===== config.mk =====
export PLATFORM = sky130hd
export DESIGN_NAME = bcsr_regs
export DESIGN_NICKNAME = d
export VERILOG_FILES = /design/src/hw/bcsr_pkg.sv /design/src/hw/bcsr_regs.sv /design/src/hw/bcsr_w1c_flag.sv
export SDC_FILE = /design/constraint.sdc
export NUM_CORES = 1
export LEC_CHECK = 0
export ABC_CLOCK_PERIOD_IN_PS = 3700
export BUFFER_PORTS_ARGS = -buffer_cell sky130_fd_sc_hd__buf_2
export CAP_MARGIN = 30
export CORE_MARGIN = 5
export CORE_UTILIZATION = 40
export DETAILED_ROUTE_END_ITERATION = 6
export PLACE_DENSITY_LB_ADDON = 0.1
export SLEW_MARGIN = 20
export SYNTH_ARGS = -nofsm -noshare
export SYNTH_HDL_FRONTEND = slang
export SYNTH_SLANG_ARGS = --single-unit

===== constraint.sdc =====
create_clock -name i_clk -period 3.7 [get_ports i_clk]
set_input_delay 0.555 -clock i_clk [delete_from_list [all_inputs] [get_ports i_clk]]
set_output_delay 0.555 -clock i_clk [all_outputs]
set_load 0.02 [all_outputs]

===== src/hw/bcsr_pkg.sv =====
package bcsr_pkg;

	// ==========================================================
	// Access port geometry
	localparam int unsigned ADDR_W          = 8;
	localparam int unsigned DATA_W          = 32;
	localparam int unsigned BE_W            = 4;
	localparam int unsigned LANE_W          = 8;

	// ==========================================================
	// Register offsets
	localparam logic [7:0]  OFF_COMMAND     = 8'h04;
	localparam logic [7:0]  OFF_STATUS      = 8'h06;
	localparam logic [7:0]  OFF_CLASS_REV   = 8'h08;
	localparam logic [7:0]  OFF_LINE_SIZE   = 8'h0c;
	localparam logic [7:0]  OFF_LAT_TIMER   = 8'h0d;
	localparam logic [7:0]  DWORD_MASK      = 8'hfc;

	// ==========================================================
	// Command bit positions and reset values
	localparam int unsigned CMD_PARITY_RESP = 6;
	localparam int unsigned CMD_SYSTEM_ERROR_SIGNALLED_EN  = 8;
	localparam logic        CMD_EN_RESET    = 1'b0;

	// ==========================================================
	// Status layout
	localparam int unsigned ST_POISON_RX    = 15;
	localparam int unsigned ST_SYSTEM_ERROR_SIGNALLED      = 14;
	localparam int unsigned ST_UR_RX        = 13;
	localparam int unsigned ST_CA_RX        = 12;
	localparam int unsigned ST_CA_SIG       = 11;
	localparam int unsigned ST_MASTER_PSN   = 8;
	localparam int unsigned NUM_FLAGS       = 6;
	localparam int unsigned FLAG_POS [0:5]  = '{15, 14, 13, 12, 11, 8};
	localparam int unsigned FLG_POISON_RX   = 0;
	localparam int unsigned FLG_SYSTEM_ERROR_SIGNALLED     = 1;
	localparam int unsigned FLG_UR_RX       = 2;
	localparam int unsigned FLG_CA_RX       = 3;
	localparam int unsigned FLG_CA_SIG      = 4;
	localparam int unsigned FLG_MASTER_PSN  = 5;
	localparam logic [15:0] STATUS_FIXED    = 16'h0010;
	localparam logic [15:0] STATUS_RESET    = 16'h0010;
	localparam logic        FLAG_RESET      = 1'b0;

	// ==========================================================
	// Class code and revision
	localparam logic [7:0]  DEVICE_CATEGORY = 8'h06;
	localparam logic [7:0]  BRIDGE_SUBCLASS = 8'h04;
	localparam logic [7:0]  PROG_IF_CODE    = 8'h00;
	// Arbitrary neutral value
	localparam logic [7:0]  SILICON_REV_DEF = 8'h01;

	// ==========================================================
	// Line size and latency timer
	localparam logic [7:0]  LINE_SIZE_RESET = 8'h00;
	localparam logic [7:0]  LINE_SIZE_MAX   = 8'h20;
	localparam logic [7:0]  LINE_SIZE_ZERO  = 8'h00;
	localparam logic [7:0]  LAT_TIMER_VALUE = 8'h00;
	localparam logic [31:0] RDATA_RESET     = 32'h0000_0000;

	// ==========================================================
	// Carriers
	typedef struct packed {
		logic        rd;
		logic        wr;
		logic [7:0]  addr;
		logic [3:0]  be;
		logic [31:0] wdata;
	} bcsr_cfg_req_t;

	typedef struct packed {
		logic poisoned_tlp_rx;
		logic err_msg_sent;
		logic ur_cpl_rx;
		logic ca_cpl_rx;
		logic ca_cpl_sent;
		logic poisoned_cpl_data_rx;
		logic poisoned_wr_rx;
	} bcsr_evt_t;

endpackage


===== src/hw/bcsr_regs.sv =====
// Overview of operation
// - Poisoned packet received sets status bit 15, whatever parity response says.
// - Error message sent sets status bit 14 when system error enable is set.
// - Unsupported-request completion received sets status bit 13.
// - Completer-abort completion received sets status bit 12.
// - Answering a request with completer-abort sets status bit 11.
// - Poisoned completion data or poisoned write sets bit 8, only with parity response.
// - Status bits 10:9 always read 00b.
// - Status bit 4 reads 1b, capabilities list present.
// - Status bits 7, 6, 5, 3 and 2:0 read zero.
// - Class code reads 06h, 04h, 00h in the upper three bytes.
// - Bits 7:0 of class register return the silicon revision.
// - Programmed line size steers the prefetch amount for delayed reads.
// - Odd line size, or above 32 dwords, counts as zero.
// - Primary latency timer is read-only and returns 00h.
// - Command bit 6 parity response enable, default 0, gates the master poison flag.
// - Command bit 8 system error enable, default 0, gates error reporting.
`timescale 1ns/1ps
`default_nettype none

module bcsr_regs #(
	parameter logic [7:0] SILICON_REV = bcsr_pkg::SILICON_REV_DEF
) (
	input  wire logic                   i_clk,
	input  wire logic                   i_sys_rst,
	input  wire bcsr_pkg::bcsr_cfg_req_t i_cfg_req,
	input  wire bcsr_pkg::bcsr_evt_t     i_evt,
	output var  logic                   o_cfg_ack,
	output var  logic [31:0]            o_cfg_rdata,
	output var  logic                   o_parity_response_enable,
	output var  logic                   o_system_error_enable,
	output var  logic [7:0]             o_prefetch_dwords
);

	// ==========================================================
	// Decode helpers
	function automatic logic dword_hit(
		input logic [7:0] addr,
		input logic [7:0] off
	);
		dword_hit = (addr & bcsr_pkg::DWORD_MASK) == (off & bcsr_pkg::DWORD_MASK);
	endfunction

	function automatic logic lane_wr(
		input bcsr_pkg::bcsr_cfg_req_t req,
		input logic [7:0]              off
	);
		lane_wr = req.wr & dword_hit(req.addr, off) & req.be[off[1:0]];
	endfunction

	function automatic logic [7:0] line_size_effective(
		input logic [7:0] raw
	);
		if (raw[0] || (raw > bcsr_pkg::LINE_SIZE_MAX)) begin
			line_size_effective = bcsr_pkg::LINE_SIZE_ZERO;
		end else begin
			line_size_effective = raw;
		end
	endfunction

	// ==========================================================
	// Request decode
	logic        cmd_lo_wr;
	logic        cmd_hi_wr;
	logic        status_lo_wr;
	logic        status_hi_wr;
	logic        line_size_wr;
	logic [7:0]  wr_byte0;
	logic [7:0]  wr_byte1;
	logic [7:0]  wr_byte2;
	logic [7:0]  wr_byte3;
	logic        any_access;

	assign cmd_lo_wr    = lane_wr(i_cfg_req, bcsr_pkg::OFF_COMMAND);
	assign cmd_hi_wr    = lane_wr(i_cfg_req, bcsr_pkg::OFF_COMMAND + 8'h01);
	assign status_lo_wr = lane_wr(i_cfg_req, bcsr_pkg::OFF_STATUS);
	assign status_hi_wr = lane_wr(i_cfg_req, bcsr_pkg::OFF_STATUS + 8'h01);
	assign line_size_wr = lane_wr(i_cfg_req, bcsr_pkg::OFF_LINE_SIZE);
	assign wr_byte0     = i_cfg_req.wdata[7:0];
	assign wr_byte1     = i_cfg_req.wdata[15:8];
	assign wr_byte2     = i_cfg_req.wdata[23:16];
	assign wr_byte3     = i_cfg_req.wdata[31:24];
	assign any_access   = i_cfg_req.rd | i_cfg_req.wr;

	// ==========================================================
	// Command enables
	logic perr_en_d;
	logic serr_en_d;

	assign perr_en_d = cmd_lo_wr ? wr_byte0[bcsr_pkg::CMD_PARITY_RESP] : o_parity_response_enable;
	assign serr_en_d = cmd_hi_wr ? wr_byte1[bcsr_pkg::CMD_SYSTEM_ERROR_SIGNALLED_EN - bcsr_pkg::LANE_W] :
		o_system_error_enable;

	always_ff @(posedge i_clk) begin
		if (i_sys_rst) begin
			o_parity_response_enable <= bcsr_pkg::CMD_EN_RESET;
			o_system_error_enable    <= bcsr_pkg::CMD_EN_RESET;
		end else begin
			o_parity_response_enable <= perr_en_d;
			o_system_error_enable    <= serr_en_d;
		end
	end

	// ==========================================================
	// Error flag events
	logic [bcsr_pkg::NUM_FLAGS-1:0] flag_set;
	logic [bcsr_pkg::NUM_FLAGS-1:0] flag_clr;
	logic [bcsr_pkg::NUM_FLAGS-1:0] flag_q;

	assign flag_set[bcsr_pkg::FLG_POISON_RX]  = i_evt.poisoned_tlp_rx;
	assign flag_set[bcsr_pkg::FLG_SYSTEM_ERROR_SIGNALLED]    = i_evt.err_msg_sent & o_system_error_enable;
	assign flag_set[bcsr_pkg::FLG_UR_RX]      = i_evt.ur_cpl_rx;
	assign flag_set[bcsr_pkg::FLG_CA_RX]      = i_evt.ca_cpl_rx;
	assign flag_set[bcsr_pkg::FLG_CA_SIG]     = i_evt.ca_cpl_sent;
	assign flag_set[bcsr_pkg::FLG_MASTER_PSN] = o_parity_response_enable &
		(i_evt.poisoned_cpl_data_rx | i_evt.poisoned_wr_rx);

	// ==========================================================
	// Write-one-to-clear flags
	genvar gi;
	generate
		for (gi = 0; gi < bcsr_pkg::NUM_FLAGS; gi++) begin : g_flag
			localparam int unsigned POS = bcsr_pkg::FLAG_POS[gi];
			if (POS >= bcsr_pkg::LANE_W) begin : g_hi
				assign flag_clr[gi] = status_hi_wr & wr_byte3[POS-bcsr_pkg::LANE_W];
			end else begin : g_lo
				assign flag_clr[gi] = status_lo_wr & wr_byte2[POS];
			end
			bcsr_w1c_flag #(
				.RESET_VAL (bcsr_pkg::FLAG_RESET)
			) u_flag (
				.i_clk     (i_clk),
				.i_sys_rst (i_sys_rst),
				.i_set     (flag_set[gi]),
				.i_clr     (flag_clr[gi]),
				.o_flag    (flag_q[gi])
			);
		end
	endgenerate

	// ==========================================================
	// Status image
	logic [15:0] status_flags;
	logic [15:0] status_word;

	always_comb begin
		status_flags = 16'h0000;
		for (int k = 0; k < bcsr_pkg::NUM_FLAGS; k++) begin
			status_flags[bcsr_pkg::FLAG_POS[k]] = flag_q[k];
		end
	end

	// Fixed part holds bit 4 set, bits 10:9, 7, 6, 5, 3, 2:0 zero
	assign status_word = status_flags | bcsr_pkg::STATUS_FIXED;

	// ==========================================================
	// Line size
	logic [7:0] line_size_q;
	logic [7:0] line_size_d;
	logic [7:0] prefetch_d;

	assign line_size_d = line_size_wr ? wr_byte0 : line_size_q;
	// Even non power of two values up to 20h pass through as written
	assign prefetch_d  = line_size_effective(line_size_d);

	always_ff @(posedge i_clk) begin
		if (i_sys_rst) begin
			line_size_q       <= bcsr_pkg::LINE_SIZE_RESET;
			o_prefetch_dwords <= bcsr_pkg::LINE_SIZE_RESET;
		end else begin
			line_size_q       <= line_size_d;
			o_prefetch_dwords <= prefetch_d;
		end
	end

	// ==========================================================
	// Read data
	logic [31:0] cmd_status_dw;
	logic [31:0] class_rev_dw;
	logic [31:0] line_lat_dw;
	logic [15:0] cmd_word;
	logic [31:0] rdata_d;

	always_comb begin
		cmd_word = 16'h0000;
		cmd_word[bcsr_pkg::CMD_PARITY_RESP] = o_parity_response_enable;
		cmd_word[bcsr_pkg::CMD_SYSTEM_ERROR_SIGNALLED_EN]  = o_system_error_enable;
	end

	assign cmd_status_dw = {status_word, cmd_word};
	assign class_rev_dw  = {bcsr_pkg::DEVICE_CATEGORY, bcsr_pkg::BRIDGE_SUBCLASS,
		bcsr_pkg::PROG_IF_CODE, SILICON_REV};
	assign line_lat_dw   = {16'h0000, bcsr_pkg::LAT_TIMER_VALUE, line_size_q};

	always_comb begin
		if (!i_cfg_req.rd) begin
			rdata_d = o_cfg_rdata;
		end else if (dword_hit(i_cfg_req.addr, bcsr_pkg::OFF_COMMAND)) begin
			rdata_d = cmd_status_dw;
		end else if (dword_hit(i_cfg_req.addr, bcsr_pkg::OFF_CLASS_REV)) begin
			rdata_d = class_rev_dw;
		end else if (dword_hit(i_cfg_req.addr, bcsr_pkg::OFF_LINE_SIZE)) begin
			rdata_d = line_lat_dw;
		end else begin
			rdata_d = bcsr_pkg::RDATA_RESET;
		end
	end

	// ==========================================================
	// Answer
	always_ff @(posedge i_clk) begin
		if (i_sys_rst) begin
			o_cfg_ack   <= 1'b0;
			o_cfg_rdata <= bcsr_pkg::RDATA_RESET;
		end else begin
			o_cfg_ack   <= any_access;
			o_cfg_rdata <= rdata_d;
		end
	end

endmodule

`default_nettype wire


===== src/hw/bcsr_w1c_flag.sv =====
`timescale 1ns/1ps
`default_nettype none

module bcsr_w1c_flag #(
	parameter logic RESET_VAL = 1'b0
) (
	input  wire logic i_clk,
	input  wire logic i_sys_rst,
	input  wire logic i_set,
	input  wire logic i_clr,
	output var  logic o_flag
);

	logic flag_d;

	// Set wins over a clear in the same cycle
	assign flag_d = i_set | (o_flag & ~i_clr);

	always_ff @(posedge i_clk) begin
		if (i_sys_rst) begin
			o_flag <= RESET_VAL;
		end else begin
			o_flag <= flag_d;
		end
	end

endmodule

`default_nettype wire

==> results.yml <==
place:
  dp_hpwl_um: 3090
  postPlaceCellArea_um2: 2140
  gp_congestion: 0.812
  placedCellCount: 303
  port_buffers: 64
floorplan:
  die-area_um2: 6120
  die_w_um: 78.2
  io_pins: 98
  die_h_um: 78.2
  core_area_um2: 4440
  rows: 24
  start_util: 0.419
global_route:
  grt_pass1_wl_um: 7200
  grt_pass1_vias: 1508
  grt.total_usage: 0.144
  grt_max_degree: 50
  overflow: 0
  antenna_found_initial: 0
layout:
  final_common_cell: "buf_2"
  stdcell_area_um2: 2250
  nets: 313
  diodes: 0
  fin_cells: 311
  drive_above_1_share: 0.371
  final_util: 0.506
  final_cell_mix: "buf_2, dfxtp_1, conb_1"
  area_delta_synth_final_pct: 20.9
clocking:
  postCtsHoldBufs: 0
  post_cts_buffers: 0
  ctsResizeCount: 0
  cts_tree: "yes"
  cts_max_path_buffers: 2
  insertion_delay_ns: 0.29
  clock-root-buffer: "clkbuf_8"
  cts_made_buffers: 5
  cts.sinks: 42
  clk_pin_slew_ns: 0.08
  htreeDepth: 2
synthesis:
  seq_area_frac_synth: 0.452
  post_synth.cell_area_avg_um2: 9.36
  syn_area_um2: 1860
  synth_cells: 199
  yosys.cell_types.count: 34
  ys_ff_latch: 42
  ys_warn_count: 0
drt:
  routed_via_density: 5.21
  wl_per_cell_um: 14.2
  antenna_left: 0
  dr.first_iter.drc_count: 102
  drt_pass1_iterations: 4
  vias: 1619
  route.detailed.drc: 0
  drt-total-wl_um: 4430
critical_path:
  reg2reg_slack_ns: 2.41
  cp-start-kind: "input port"
  crit_family: "simple AND/OR/NAND/NOR gates"
  critPathMaxStageDelay_ns: 0.66
  cp_slowest_cell: "nor4_2"
  cp.required_ns: 3.83
  r2r-start: "line_size_q[0]"
  cp_num_buf_inv: 1
  timing.rr.end: "o_prefetch_dwords[1]"
  crit_chain: "buf_2, or4_4, nor4_2, a311oi_1"
  crit_fanout: 13
  path_class: "in2reg"
  cp-end-kind: "flop"
  arrival_ns: 2.15
  reg2reg_depth: 3
sta:
  finalSetupTns_ns: 0
  period_minus_slack_ns: 2.01
  slew_violations: 0
  fin_skew_ns: 0.00165
  whs_ns: 0.448
  fmax_mhz: 496
  finalSetupViolCount: 0
  fin_crit_sh: 0.545
  tightestPinTransition_ns: 0.869
  final_hold_viol_count: 0
  rsz0062_at_grt: "no"
  relSlewSlack: 0.421
min_path:
  holdCritPathClass: "in2reg"
  holdPathEnd: "g_flag[4].u_flag.o_flag"
  holdCritStartpoint: "i_cfg_req[27]"
  holdPathStages: 2
flow_run:
  cap_violations: 0
outcome:
  status: "complete, no violations"
power_and_ir_drop:
  power_density_nw_per_um2: 394
  vdd_drop_max_mv: 0.252
  p_leak_nw: 0.947
==> sequential cells by signal, indices dropped and copies added (netlist names) <==
signal / count
o_cfg_ack: 1
g_flag.u_flag.o_flag: 6
o_parity_response_enable: 1
line_size_q: 8
o_cfg_rdata: 17
o_prefetch_dwords: 8
o_system_error_enable: 1
==> cell families after synthesis <==
family,Yosys count,share of synthesized area
buffers and inverters,35,0.103
and+or+nand+nor,69,0.231
muxes,2,0.0114
AOI/OAI and AO/OA,50,0.201
DFF,42,0.452
other,1,0.00201
==> how the worst max path moves through the flow <==
stage,startpoint,to,cells past startpoint
6_report,i_cfg_req[41],g_flag[2].u_flag.o_flag,4
2_1_floorplan,i_cfg_req[41],o_cfg_rdata[24],4
4_1_cts,i_cfg_req[41],g_flag[2].u_flag.o_flag,4
3_5_place_dp,i_cfg_req[41],g_flag[2].u_flag.o_flag,4
3_3_place_gp,i_cfg_req[41],g_flag[2].u_flag.o_flag,4
5_1_grt,i_cfg_req[41],g_flag[5].u_flag.o_flag,4
==> worst register-to-register path, delay by kind of cell, from the launching register on <==
family          cells  cell delay, ns
simple gates        2            0.67
compound gates      1            0.22
flops               1            0.34
==> metal layers <==
metal / up-vias / part of all wire / GRT usage
met4: 0 / 0.013 / 0.0490
met2: 54 / 0.44 / 0.205
met5: - / 0 / 0
met3: 8 / 0.059 / 0.0343
met1: 744 / 0.49 / 0.211
li1: 813 / - / -
==> final cells by class <==
type                       count  area, um^2
tap                           52        65.1
timing repair buffer          65         328
fill                         440        2190
inverter                       7        26.3
clock inverter                 1        30.0
multi-input combinational    137         885
clock buffer                   7        76.3
sequential                    42         841
==> cells in the mapped netlist <==
cell	instances	area (um^2)
dfxtp_1	42	841
buf_4	16	120
nand2_1	15	56.3
a21oi_1	14	70.1
nand3_1	12	60.1
or3b_2	12	105
clkbuf_1	10	37.5
o21ai_0	10	50.1
inv_1	7	26.3
a311oi_1	6	52.6
nand2b_1	6	37.5
nor2_1	6	22.5
o31ai_1	6	45.0
o31ai_2	6	75.1
a32o_1	4	40.0
nor4_1	4	25.0
nand4_1	3	18.8
nor2b_1	2	12.5
nor4_2	2	25.0
or3_1	2	12.5
a21bo_2	1	10.0
and4_1	1	8.76
and4b_1	1	10.0
buf_1	1	3.75
buf_2	1	5.00
conb_1	1	3.75
mux2_2	1	11.3
mux2i_1	1	10.0
nand4b_1	1	8.76
nor4b_2	1	15.0
o2111ai_1	1	8.76
o22ai_1	1	6.26
o32ai_2	1	16.3
or4_4	1	11.3
==> power breakdown <==
part / internal [W] / total (W) / switching, W
registers: 0.000458 / 0.000460 / 0.00000245
clock network: 0.000202 / 0.000351 / 0.000149
logic: 0.0000232 / 0.0000760 / 0.0000528
total: 0.000683 / 0.000888 / 0.000205
==> per-stage QoR <==
step / worst slack (ns) / total power [W]
CTS: 1.70 / 0.000896
global placement: 1.32 / 0.000546
finish: 1.69 / 0.000888
global route: 1.61 / 0.000924
detailed placement: 1.39 / 0.000546
floorplan: 1.85 / 0.000525
(Power assumes the default switching activity.)
